===== src/ida_pkg.sv =====
/*
 * constants, vector map and source numbering for the interrupt detect and
 * acknowledge block.
 * assumes one core clock at 125 MHz whose rising edge stands for the
 * phase-one falling edge at which interrupt pins are sampled.
 */
// Function
// - external request pins are asynchronous; synchronise, sample each phase-one cycle
// - detection mode selectable: level-sensitive or edge-sensitive
// - cpu and dma take detected interrupts only at instruction-fetch boundaries
// - edge select high: falling pin edges detected by synchronous logic
// - a cleared flag can be set again from its source two cycles later
// - response follows a fixed cycle sequence; late inputs cost one extra cycle
// - ack strobe asserts at decode phase, releases at read phase of ack instruction
// - ack strobe pulses only when the ack instruction runs, at any time
// - microprocessor mode vectors: reset 00, ints 01-06, 09-0b, traps 20-3b
// - microcomputer mode branches: 809fc1 to 809fcb, traps 809fe0 to 809ffb
package ida_pkg;
    localparam int NUM_EXT = 4;
    localparam int NUM_SRC = 9;
    localparam int NUM_TRAP = 28;
    localparam int SYNC_STAGES = 3;
    // source numbering, lowest number wins
    localparam logic [3:0] SRC_SERIAL_TX = 4'h4;
    localparam logic [3:0] SRC_SERIAL_RX = 4'h5;
    localparam logic [3:0] SRC_TIMER0 = 4'h6;
    localparam logic [3:0] SRC_TIMER1 = 4'h7;
    localparam logic [3:0] SRC_DMA_DONE = 4'h8;
    // vector bases
    localparam logic [23:0] MP_BASE = 24'h000000;
    localparam logic [23:0] MC_BASE = 24'h809fc0;
    localparam logic [23:0] MP_TRAP_BASE = 24'h000020;
    localparam logic [23:0] MC_TRAP_BASE = 24'h809fe0;
    localparam logic [23:0] RESET_VECTOR = 24'h000000;
    localparam logic [4:0] LAST_TRAP = 5'h1b;
    // offsets within a base for each source
    localparam logic [23:0] OFS_EXT0 = 24'h000001;
    localparam logic [23:0] OFS_SERIAL_TX = 24'h000005;
    localparam logic [23:0] OFS_SERIAL_RX = 24'h000006;
    localparam logic [23:0] OFS_TIMER0 = 24'h000009;
    localparam logic [23:0] OFS_TIMER1 = 24'h00000a;
    localparam logic [23:0] OFS_DMA_DONE = 24'h00000b;
    // reset values
    localparam logic [8:0] PEND_RESET = 9'h000;
    localparam logic ACK_IDLE = 1'b1;

    function automatic logic [23:0] srcOffset(input logic [3:0] idx);
        logic [23:0] ofs;
        ofs = OFS_EXT0;
        case (idx)
            4'h0, 4'h1, 4'h2, 4'h3: ofs = OFS_EXT0 + {20'h00000, idx};
            SRC_SERIAL_TX: ofs = OFS_SERIAL_TX;
            SRC_SERIAL_RX: ofs = OFS_SERIAL_RX;
            SRC_TIMER0: ofs = OFS_TIMER0;
            SRC_TIMER1: ofs = OFS_TIMER1;
            SRC_DMA_DONE: ofs = OFS_DMA_DONE;
            default: ofs = OFS_EXT0;
        endcase
        return ofs;
    endfunction

    function automatic logic [23:0] srcVector(input logic mcMode, input logic [3:0] idx);
        return (mcMode ? MC_BASE : MP_BASE) + srcOffset(idx);
    endfunction

    function automatic logic [23:0] trapVector(input logic mcMode, input logic [4:0] num);
        return (mcMode ? MC_TRAP_BASE : MP_TRAP_BASE) + {19'h00000, num};
    endfunction
endpackage


===== src/ida_sync_if.sv =====
/*
 * carrier between the pin synchroniser and the controller.
 * assumes both ends run on the same core clock.
 */
`timescale 1ns/1ns
interface ida_sync_if #(
    parameter int NUM_EXT = 4
);
    logic [NUM_EXT-1:0] levelLow;
    logic [NUM_EXT-1:0] fallEdge;
    modport src (output levelLow, output fallEdge);
    modport dst (input levelLow, input fallEdge);
endinterface


===== src/ida_irq_ctrl.sv =====
/*
 * interrupt detect, latch, dispatch and acknowledge for the processor core.
 * assumes fetch boundary, ack decode/read phase and trap strobes come from
 * the core pipeline on clk; on-chip peripheral requests are one-cycle
 * pulses on clk; the external pins are asynchronous.
 */
`timescale 1ns/1ns
module ida_irq_ctrl #(
    parameter int NUM_EXT = 4,
    parameter int NUM_SRC = 9
) (
    input wire logic clk,                      // core clock, 125 MHz
    input wire logic rst_n,                    // async reset, active low
    input wire logic clkEn,                    // freezes all state while low
    input wire logic [NUM_EXT-1:0] extIrqPinN, // ext_irq_pin_zero..three, active low
    input wire logic edgeDetectSelect,         // 1 = falling-edge mode
    input wire logic mcMode,                   // 1 = microcomputer/bootloader map
    input wire logic serialTxIrq,              // serial transmit event
    input wire logic serialRxIrq,              // serial receive event
    input wire logic firstTimerIrq,            // timer 0 event
    input wire logic secondTimerIrq,           // timer 1 event
    input wire logic dmaDoneIrq,               // dma done event
    input wire logic [NUM_SRC-1:0] cpuIrqEnable, // sources the cpu accepts
    input wire logic [NUM_SRC-1:0] dmaIrqEnable, // sources the dma accepts
    input wire logic fetchBoundary,            // instruction-fetch boundary
    input wire logic swClearValid,             // software flag clear strobe
    input wire logic [NUM_SRC-1:0] swClearMask, // flags to clear
    input wire logic ackDecode,                // ack instruction in decode phase
    input wire logic ackRead,                  // ack instruction in read phase
    input wire logic trapValid,                // trap instruction executed
    input wire logic [4:0] trapNum,            // trap number 0..27
    output logic [NUM_SRC-1:0] pendFlags_q,    // pending flag per source
    output logic cpuTakeValid_q,               // cpu takes an interrupt
    output logic [3:0] cpuTakeSrc_q,           // source number taken
    output logic [23:0] cpuVector_q,           // vector / branch location
    output logic dmaTrigger_q,                 // dma synchronisation event
    output logic [3:0] dmaTakeSrc_q,           // source the dma took
    output logic trapTakeValid_q,              // trap vector valid
    output logic [23:0] trapVector_q,          // trap vector / branch location
    output logic [23:0] resetVector_q,         // reset vector location
    output logic irqAckStrobeN_q               // irq_ack_strobe, active low
);
    ida_sync_if #(.NUM_EXT(NUM_EXT)) syncBus ();

    ida_pin_sync #(.NUM_EXT(NUM_EXT)) u_sync (
        .clk(clk),
        .rst_n(rst_n),
        .clkEn(clkEn),
        .pinN(extIrqPinN),
        .syncOut(syncBus)
    );

    // detection
    logic [NUM_SRC-1:0] setVec;
    logic [NUM_EXT-1:0] extDetect;
    always_comb begin
        extDetect = edgeDetectSelect ? syncBus.fallEdge : syncBus.levelLow;
        setVec = {dmaDoneIrq, secondTimerIrq, firstTimerIrq, serialRxIrq, serialTxIrq,
                  extDetect};
    end

    // dispatch selection: lowest source number wins
    logic [NUM_SRC-1:0] cpuHit, dmaHit, takeClr, clrVec;
    logic [3:0] cpuSel, dmaSel;
    always_comb begin
        cpuHit = pendFlags_q & cpuIrqEnable;
        dmaHit = pendFlags_q & dmaIrqEnable;
        cpuSel = 4'h0;
        dmaSel = 4'h0;
        for (int k = NUM_SRC - 1; k >= 0; k--) begin
            if (cpuHit[k]) begin
                cpuSel = 4'(k);
            end
            if (dmaHit[k]) begin
                dmaSel = 4'(k);
            end
        end
        takeClr = '0;
        if (fetchBoundary) begin
            if (|cpuHit) begin
                takeClr[cpuSel] = 1'b1;
            end
            if (|dmaHit) begin
                takeClr[dmaSel] = 1'b1;
            end
        end
        clrVec = takeClr | (swClearValid ? swClearMask : '0);
    end

    // pending flags and dispatch outputs
    logic [NUM_SRC-1:0] pend_d;
    logic cpuTake_d, dmaTrig_d, trapTake_d;
    logic [3:0] cpuSrc_d, dmaSrc_d;
    logic [23:0] cpuVec_d, trapVec_d, resetVec_d;
    always_comb begin
        pend_d = pendFlags_q;
        cpuTake_d = cpuTakeValid_q;
        cpuSrc_d = cpuTakeSrc_q;
        cpuVec_d = cpuVector_q;
        dmaTrig_d = dmaTrigger_q;
        dmaSrc_d = dmaTakeSrc_q;
        trapTake_d = trapTakeValid_q;
        trapVec_d = trapVector_q;
        resetVec_d = resetVector_q;
        if (clkEn) begin
            // a detection in the clearing cycle survives, so a flag can
            // re-arm right after it is cleared
            pend_d = (pendFlags_q & ~clrVec) | setVec;
            cpuTake_d = fetchBoundary && (|cpuHit);
            dmaTrig_d = fetchBoundary && (|dmaHit);
            if (fetchBoundary && (|cpuHit)) begin
                cpuSrc_d = cpuSel;
                cpuVec_d = ida_pkg::srcVector(mcMode, cpuSel);
            end
            if (fetchBoundary && (|dmaHit)) begin
                dmaSrc_d = dmaSel;
            end
            // trap numbers above 27 land in reserved space and are dropped
            trapTake_d = trapValid && (trapNum <= ida_pkg::LAST_TRAP);
            if (trapValid && (trapNum <= ida_pkg::LAST_TRAP)) begin
                trapVec_d = ida_pkg::trapVector(mcMode, trapNum);
            end
            resetVec_d = mcMode ? resetVector_q : ida_pkg::RESET_VECTOR;
        end
    end

    always_ff @(posedge clk or negedge rst_n) begin
        if (!rst_n) begin
            pendFlags_q <= ida_pkg::PEND_RESET;
            cpuTakeValid_q <= 1'b0;
            cpuTakeSrc_q <= 4'h0;
            cpuVector_q <= 24'h000000;
            dmaTrigger_q <= 1'b0;
            dmaTakeSrc_q <= 4'h0;
            trapTakeValid_q <= 1'b0;
            trapVector_q <= 24'h000000;
            resetVector_q <= ida_pkg::RESET_VECTOR;
        end else begin
            pendFlags_q <= pend_d;
            cpuTakeValid_q <= cpuTake_d;
            cpuTakeSrc_q <= cpuSrc_d;
            cpuVector_q <= cpuVec_d;
            dmaTrigger_q <= dmaTrig_d;
            dmaTakeSrc_q <= dmaSrc_d;
            trapTakeValid_q <= trapTake_d;
            trapVector_q <= trapVec_d;
            resetVector_q <= resetVec_d;
        end
    end

    // acknowledge strobe
    logic ack_d;
    always_comb begin
        ack_d = irqAckStrobeN_q;
        if (clkEn) begin
            if (ackDecode) begin
                ack_d = 1'b0;
            end else if (ackRead) begin
                ack_d = 1'b1;
            end
        end
    end

    always_ff @(posedge clk or negedge rst_n) begin
        if (!rst_n) begin
            irqAckStrobeN_q <= ida_pkg::ACK_IDLE;
        end else begin
            irqAckStrobeN_q <= ack_d;
        end
    end

    logic cpuPick0Mp, cpuPick0Mc;
    assign cpuPick0Mp = clkEn && fetchBoundary && cpuHit[0] && !mcMode;
    assign cpuPick0Mc = clkEn && fetchBoundary && cpuHit[0] && mcMode;
endmodule


===== src/ida_pin_sync.sv =====
/*
 * three-stage synchroniser and falling-edge detector for the active-low
 * external interrupt pins.
 * assumes pins are asynchronous to clk; a change is accepted once the
 * second and third stages agree.
 */
`timescale 1ns/1ns
module ida_pin_sync #(
    parameter int NUM_EXT = 4
) (
    input wire logic clk,                   // core clock
    input wire logic rst_n,                 // async reset, active low
    input wire logic clkEn,                 // freezes all state while low
    input wire logic [NUM_EXT-1:0] pinN,    // raw active-low request pins
    ida_sync_if.src syncOut                 // filtered level and edge
);
    genvar i;
    generate
        for (i = 0; i < NUM_EXT; i++) begin : g_pin
            logic [2:0] stage_q, stage_d;
            logic filt_q, filt_d;
            logic fall_q, fall_d;
            always_comb begin
                stage_d = stage_q;
                filt_d = filt_q;
                fall_d = fall_q;
                if (clkEn) begin
                    stage_d = {stage_q[1:0], pinN[i]};
                    // first stage is only read by the second
                    filt_d = (stage_q[1] == stage_q[2]) ? stage_q[2] : filt_q;
                    fall_d = filt_q & ~filt_d;
                end
            end
            always_ff @(posedge clk or negedge rst_n) begin
                if (!rst_n) begin
                    stage_q <= 3'h7;
                    filt_q <= 1'b1;
                    fall_q <= 1'b0;
                end else begin
                    stage_q <= stage_d;
                    filt_q <= filt_d;
                    fall_q <= fall_d;
                end
            end
            assign syncOut.levelLow[i] = ~filt_q;
            assign syncOut.fallEdge[i] = fall_q;
        end
    endgenerate
endmodule


===== config.mk =====
export PLATFORM = sky130hd
export DESIGN_NAME = ida_irq_ctrl
export DESIGN_NICKNAME = d
export VERILOG_FILES = /design/src/ida_pkg.sv /design/src/ida_sync_if.sv /design/src/ida_irq_ctrl.sv /design/src/ida_pin_sync.sv
export SDC_FILE = /design/constraint.sdc
export NUM_CORES = 1
export LEC_CHECK = 0
export ABC_AREA = 1
export BUFFER_PORTS_ARGS = -buffer_cell sky130_fd_sc_hd__buf_2
export CAP_MARGIN = 20
export CORE_ASPECT_RATIO = 1.2
export CORE_MARGIN = 1
export CORE_UTILIZATION = 42
export CTS_BUF_LIST = sky130_fd_sc_hd__clkbuf_16
export CTS_CLUSTER_SIZE = 10
export DETAILED_ROUTE_END_ITERATION = 12
export GPL_TIMING_DRIVEN = 0
export PLACE_DENSITY = 0.73
export SYNTH_ARGS = -nofsm -noshare
export SYNTH_HDL_FRONTEND = slang
export SYNTH_SLANG_ARGS = --single-unit

===== constraint.sdc =====
create_clock -name clk -period 2.5 [get_ports clk]
set_input_delay 0.5 -clock clk [delete_from_list [all_inputs] [get_ports clk]]
set_output_delay 0.5 -clock clk [all_outputs]
set_load 0.01 [all_outputs]

======== Yosys cells after proc, flatten, opt, wreduce, memory -nomap -nowiden ========
Index checks and enable logic that the tools add are counted.
word-level totals
  logic and storage cells ................. 113
  output and inout bits ................... 93
  register bits after elaboration ......... 89
  input port bits ......................... 51
cells by class
  order comparisons ....................... 5
  $add $sub $neg .......................... 3
  equality and inequality tests ........... 12
  muxes and demuxes ....................... 39
  reduce and logical (&&, ||, !) cells .... 14
  bitwise operators ....................... 19
operator list
  cell                                                  number
  two-way mux 24 bit                                    4
  two-way mux 4 bit                                     19
  two-way mux 9 bit                                     5
  one-hot mux 5 bit (6 select lines)                    1
  AND 9 bit                                             3
  OR 9 bit                                              3
  adder 24 bit                                          1
  adder 24 x 5 -> 24 bit                                1
  OR reduction 9 bit                                    2
  equality test 4 x 3 -> 1 bit (second input constant)  4
  < comparator 4 x 5 -> 1 bit (second input constant)   2
  inverter 9 bit                                        1
  demux 1 bit (select 4 bit)                            2
  equality test 4 x 2 -> 1 bit (second input constant)  2
  >= comparator 4 x 1 -> 1 bit (second input constant)  2
  two-way mux 1 bit                                     8
  inverter 1 bit                                        8
  AND reduction 2 bit                                   4
  adder 1 x 4 -> 5 bit (first input constant)           1
  <= comparator 5 bit (second input constant)           1
  logical AND 1 bit                                     5
  AND 1 bit                                             4
  equality test 1 bit                                   4
  equality test 4 x 1 -> 1 bit (second input constant)  1
  4 further kinds                                       4

======== Logic depth before layout (Yosys ltp) ========
  depth in word-level cells ............... 23
  mapped depth ............................ 17
  gate-level depth less buffers ........... 17

======== Modules after synthesis ========
A second synthesis with hierarchy kept.
unflattened totals
  cells, all modules ...................... 423
  area total of the unflattened synthesis .. 3364.5 sq um
modules (own cells, without submodules)
  module        area an instance (sq um)  cells each  instances
  ida_irq_ctrl  2501.1                    326         1
  ida_pin_sync  863.3                     97          1

======== Worst setup path after synthesis ========
Ideal clock, no wire load.
  kind .................................... input to register
  start ................................... input port cpuIrqEnable[4]
  end ..................................... register cpuVector_q[0]
  setup slack ............................. 0.454 ns
  library setup time ...................... 0.117 ns
  stages .................................. 11
  buffers on the path ..................... 0
  data required time ...................... 2.383 ns
  arrival time ............................ 1.929 ns
  path through ............................ nand2_1 > nand2_2 > inv_1 > nand2_1 > a21oi_1 > inv_1 > ha_1 > o41ai_2 > o21ai_1 > nor2_1 > nor2_1
between the ends
  word-level cells in the longest chain between the ends .. 12
ends and longest elaborated chain
  element                                                     line                 text
  start, declared                                             ida_irq_ctrl.sv:23   input wire logic [NUM_SRC-1:0] cpuIrqEnable,
  AND 9 bit *                                                 ida_irq_ctrl.sv:66   cpuHit = pendFlags_q & cpuIrqEnable;
  two-way mux 4 bit * (5 in a row)                            ida_irq_ctrl.sv:71   if (cpuHit[k]) begin
  via cpuSel[1]                                               ida_irq_ctrl.sv:64   logic [3:0] cpuSel, dmaSel;
  equality test 4 x 1 -> 1 bit, or another cell as far along  ida_pkg.sv:50        case (idx)
  OR reduction 4 bit                                          ida_pkg.sv:50
  one-hot mux 5 bit (6 select lines) *                        ida_pkg.sv:50
  two-way mux 24 bit *                                        ida_irq_ctrl.sv:111  if (fetchBoundary && (|cpuHit)) begin
  two-way mux 24 bit *                                        ida_irq_ctrl.sv:105  if (clkEn) begin
  adder 24 bit *                                              ida_pkg.sv:63        return (mcMode ? MC_BASE : MP_BASE) + srcOffset(idx);
  end signal, assigned                                        ida_irq_ctrl.sv:142  cpuVector_q <= cpuVec_d;
  end, declared                                               ida_irq_ctrl.sv:35   output logic [23:0] cpuVector_q,
The timed path passes the listed nets; every way through them passes the cells marked *. The select of a mux whose other input is x is not followed.
A chain may end at the register's enable or synchronous reset.

======== Final worst setup path ========
  start ................................... register pendFlags_q[4]
  end ..................................... register cpuVector_q[0]
between the ends
  word-level cells in the longest chain between the ends .. 12
ends and longest elaborated chain
  element                                                     line                 text
  start, declared                                             ida_irq_ctrl.sv:32   output logic [NUM_SRC-1:0] pendFlags_q,
  start signal, assigned                                      ida_irq_ctrl.sv:129  pendFlags_q <= ida_pkg::PEND_RESET;
  start signal, assigned                                      ida_irq_ctrl.sv:139  pendFlags_q <= pend_d;
  AND 9 bit *                                                 ida_irq_ctrl.sv:66
  two-way mux 4 bit * (5 in a row)                            ida_irq_ctrl.sv:71
  via cpuSel[1]                                               ida_irq_ctrl.sv:64
  equality test 4 x 1 -> 1 bit, or another cell as far along  ida_pkg.sv:50
  OR reduction 4 bit                                          ida_pkg.sv:50
  one-hot mux 5 bit (6 select lines) *                        ida_pkg.sv:50
  two-way mux 24 bit *                                        ida_irq_ctrl.sv:111
  two-way mux 24 bit *                                        ida_irq_ctrl.sv:105
  adder 24 bit *                                              ida_pkg.sv:63
Marked as above.

==> impl_table.tex <==
\begin{tabular}{lr}
\hline
Metric & Value \\
\hline
\multicolumn{2}{l}{\textbf{STA}} \\
Worst slew slack as a fraction of its limit & between 60 and 70\% \\
Final hold violation count & 0 \\
RSZ-0062 raised after global routing & no \\
Minimum period implied by the final worst setup slack & around 2.3 ns \\
Post-route clock period utilization & between 90\% and 100\% \\
Max Clock Skew & around 0.0091 ns \\
Summed negative setup slack over all endpoints & 0 ns \\
Max-slew violation count & 0 \\
Final setup violation count & 0 \\
Min Hold Slack & roughly 0.19 ns \\
Highest Clock Rate & 434 MHz \\
Pin slew with the least headroom to its limit & between 0.5 and 0.6 ns \\
\multicolumn{2}{l}{\textbf{Place}} \\
Last weighted congestion value of the routability-driven placer & about 0.84 \\
Placed Instance Area & $\sim$4000 um\^{}2 \\
Detailed Place HPWL & 5940 um \\
\# port buffers & slightly below 100 \\
\multicolumn{2}{l}{\textbf{Critical path}} \\
Endpoint type of the worst setup path & flop \\
Standard cell with the maximum stage delay on the critical path & o41ai\_2 \\
Required time at the endpoint of the critical path & roughly 2.7 ns \\
Crit-path max FO & 5 \\
Crit-path cells & nand2\_1 > nand2\_2 > inv\_1 > nand2\_1 > a21oi\_1 > inv\_1 > ha\_1 > o41ai\_2 > o21ai\_1 > nor2\_1 > nor2\_1 \\
Data arrival time at the worst-slack endpoint & 2.48 ns \\
Worst setup path category & reg -> reg \\
Nature of the critical path startpoint & flop \\
Critical Path Max Stage Delay & slightly above 0.5 ns \\
\multicolumn{2}{l}{\textbf{Die}} \\
Total I/O pin count & $\sim$140 \\
Die Area & between 8000 and 9000 um\^{}2 \\
Die boundary height & 97.8 um \\
Core box area & 7320 um\^{}2 \\
Horizontal die dimension & about 80 um \\
Floorplan row count & 34 \\
Starting utilization of the core area & 43.9\% \\
\multicolumn{2}{l}{\textbf{Power}} \\
Overall power consumption & a little under 3 mW \\
Leakage power & about 2.3 nW \\
Power per cell area & between 700 and 800 nW/um\^{}2 \\
VDD IR-drop max & $\sim$0.40 mV \\
\multicolumn{2}{l}{\textbf{Clock tree}} \\
Post-CTS sizing & 0 \\
Total clock buffers created by CTS & 5 \\
Clock net sink count & 54 \\
\# hold bufs at CTS & 0 \\
Clock insertion delay at the later pin of the skew report & between 0.2 and 0.3 ns \\
Buffer depth of the longest clock path & 2 \\
CTS clock-pin slew for the worst setup and hold paths & approximately 0.07 ns \\
Total number of H-tree levels & 2 \\
Post-CTS setup buffer count & 0 \\
CTS root buf & clkbuf\_16 \\
TritonCTS clock tree & built \\
\multicolumn{2}{l}{\textbf{Drt}} \\
Via total after detailed routing & between 2000 and 3000 \\
Remaining antenna violation count & 0 \\
Vias per cell & 4.49 \\
Wire length per cell after detailed routing & approximately 12 um \\
Drt total wl & $\sim$7300 um \\
Number of design rule violations left after detail routing & 0 \\
Pre-Repair DR Iteration Count & 4 \\
Detailed Route Iter0 Violations & around 140 \\
\multicolumn{2}{l}{\textbf{Logic synthesis}} \\
Post-synth ARST share & 100\% \\
Fraction of post-synthesis cell area in the top cell type by area & roughly 29\% \\
Count of yosys warnings during synthesis & 0 \\
Seq/Total Area, Yosys & 42.7\% \\
Mean instance size in the synthesized netlist & a little over 8 um\^{}2 \\
Count of distinct cell types in the synthesized netlist & 37 \\
Netlist area before placement & 3210 um\^{}2 \\
Count of flip-flops with a built-in enable after synthesis & 0 \\
Number of standard cells after synthesis & 394 \\
Biggest area contributors in the synthesized netlist & dfrtp\_1 29\%, buf\_4 14\%, dfstp\_2 14\%, nand2\_1 12\%, o21ai\_0 3.9\% \\
Post-synthesis sequential element count & 54 \\
Cell taking the most area after synthesis & dfrtp\_1 \\
Leading register cell type out of synthesis & dfrtp\_1 \\
\multicolumn{2}{l}{\textbf{GRT}} \\
Overall overflow remaining after global route & 0 \\
Number of global-route vias before repair & approximately 2600 \\
First-pass GRT wire length & 11800 um \\
Pin count of the biggest net entering global routing & 34 \\
Number of antenna violations at the first check in global routing & 0 \\
Total global routing track utilization & about a fifth \\
\multicolumn{2}{l}{\textbf{Cells and area}} \\
Commonest cells after routing, fill and taps aside & 105 x nand2\_1, 99 x buf\_2, 60 x buf\_4 \\
P\&R area growth vs syn & 29.4\% \\
Final-stage net count & 597 \\
Antenna cell count & 0 \\
Fin util & 56.8\% \\
Fraction of final layout cells sized beyond drive strength 1 & a little over 40\% \\
Most common cell after layout, fill and taps aside & nand2\_1 \\
Register Area & 1370 um\^{}2 \\
Total area of multi-input combinational cells & roughly 1400 um\^{}2 \\
Layout Cell Area excl Fill & $\sim$4200 um\^{}2 \\
Fillers & about 700 \\
\multicolumn{2}{l}{\textbf{Hold path}} \\
Hold/Removal Path Class & in -> async \\
\multicolumn{2}{l}{\textbf{Job}} \\
Max Cap Violations & 0 \\
\multicolumn{2}{l}{\textbf{Status}} \\
Status & finished, final reports clean \\
\hline
\end{tabular}
[power breakdown]
group	total [mW]	internal, mW	leakage, nW	switching (mW)
Sequential	1.17	1.06	0.625	0.112
Combinational	1.01	0.432	1.62	0.581
Clock	0.769	0.469	0.0836	0.300
Total	2.95	1.96	2.33	0.992
[cells in the mapped netlist (2+ instances only)]
cell and number:
mux2_2 4, nor2_2 4, nor3_1 3, o22ai_1 2, nor2_1 19, nand3_1 15
a21oi_1 10, a211oi_1 2, o21ai_0 25, nand2_2 13, buf_4 60, a21boi_0 6
dfstp_2 17, a21o_1 2, clkbuf_1 4, inv_2 8, nand4_1 4, nand2_1 105
ha_1 4, nand3_2 3, o2111ai_1 2, dfrtp_1 37, inv_1 31
[flip-flops by register name, summed over array words and instances (netlist names)]
register,cells
cpuVector_q,6
trapTakeValid_q,1
dmaTakeSrc_q,4
u_sync.g_pin.fall_q,4
u_sync.g_pin.filt_q,4
trapVector_q,7
irqAckStrobeN_q,1
cpuTakeValid_q,1
u_sync.g_pin.stage_q,12
dmaTrigger_q,1
pendFlags_q,9
cpuTakeSrc_q,4
[kinds of logic (layout without fill, tap and decap cells)]
family,after synthesis,in the layout,synth area share [%]
and+or+nand+nor,169,169,23.4
buffers and inverters,105,212,19.3
AOI/OAI and AO/OA,57,57,11.5
DFF,54,54,42.7
adders and majority gates,4,4,1.56
muxes,4,4,1.40
other,1,43,0.117
[per-layer routing]
metal / GRT usage [%] / share of wire (%) / wire length (um) / up-vias
met5: 0 / 0 / 0 / -
met2: 33.9 / 53 / 3850 / 86
met3: 3.55 / 5.7 / 416 / 4
met1: 23.0 / 41 / 2990 / 1309
met4: 5.26 / 0.59 / 43 / 0
li1: - / - / - / 1443
[per-stage QoR]
step | std cells | setup WS [ns]
finish | 633 | 0.198
global route | 633 | 0.0577
CTS | 633 | 0.174
detailed placement | 625 | 0.0180
global placement | 624 | 0.0909
floorplan | 436 | 0.454
[final timing paths]
kind                           startpoint                endpoint  slack, ns  cells after the start
setup / recovery           pendFlags_q[4]          cpuVector_q[0]       0.20                     11
hold / removal                      rst_n         trapVector_q[0]       0.19                      1
setup reg to reg           pendFlags_q[4]          cpuVector_q[0]       0.20                     11
hold reg to reg            cpuVector_q[2]          cpuVector_q[2]       0.48                      1
max in group asynchronous           rst_n  u_sync.g_pin[3].filt_q       1.69                      2
min in group clk               dmaDoneIrq          pendFlags_q[8]       0.41                      3
[critical path: cells and delay by family (launching register included)]
family,cells,cell delay (ns)
adder cells (fa/ha/maj),1,0.27
AO/OA/AOI/OAI,3,0.84
buffers and inverters,2,0.18
flip-flops,1,0.41
AND/OR/NAND/NOR,5,0.46
[area by class of cell]
type                       count  area share (%)
tap                           90            2.71
sequential                    54            33.0
multi-input combinational    277            33.1
buffer                        66            11.4
timing repair buffer          99            12.3
clock inverter                 3           0.963
inverter                      39            3.52
clock buffer                   5            3.01
(Power assumes the default switching activity.)
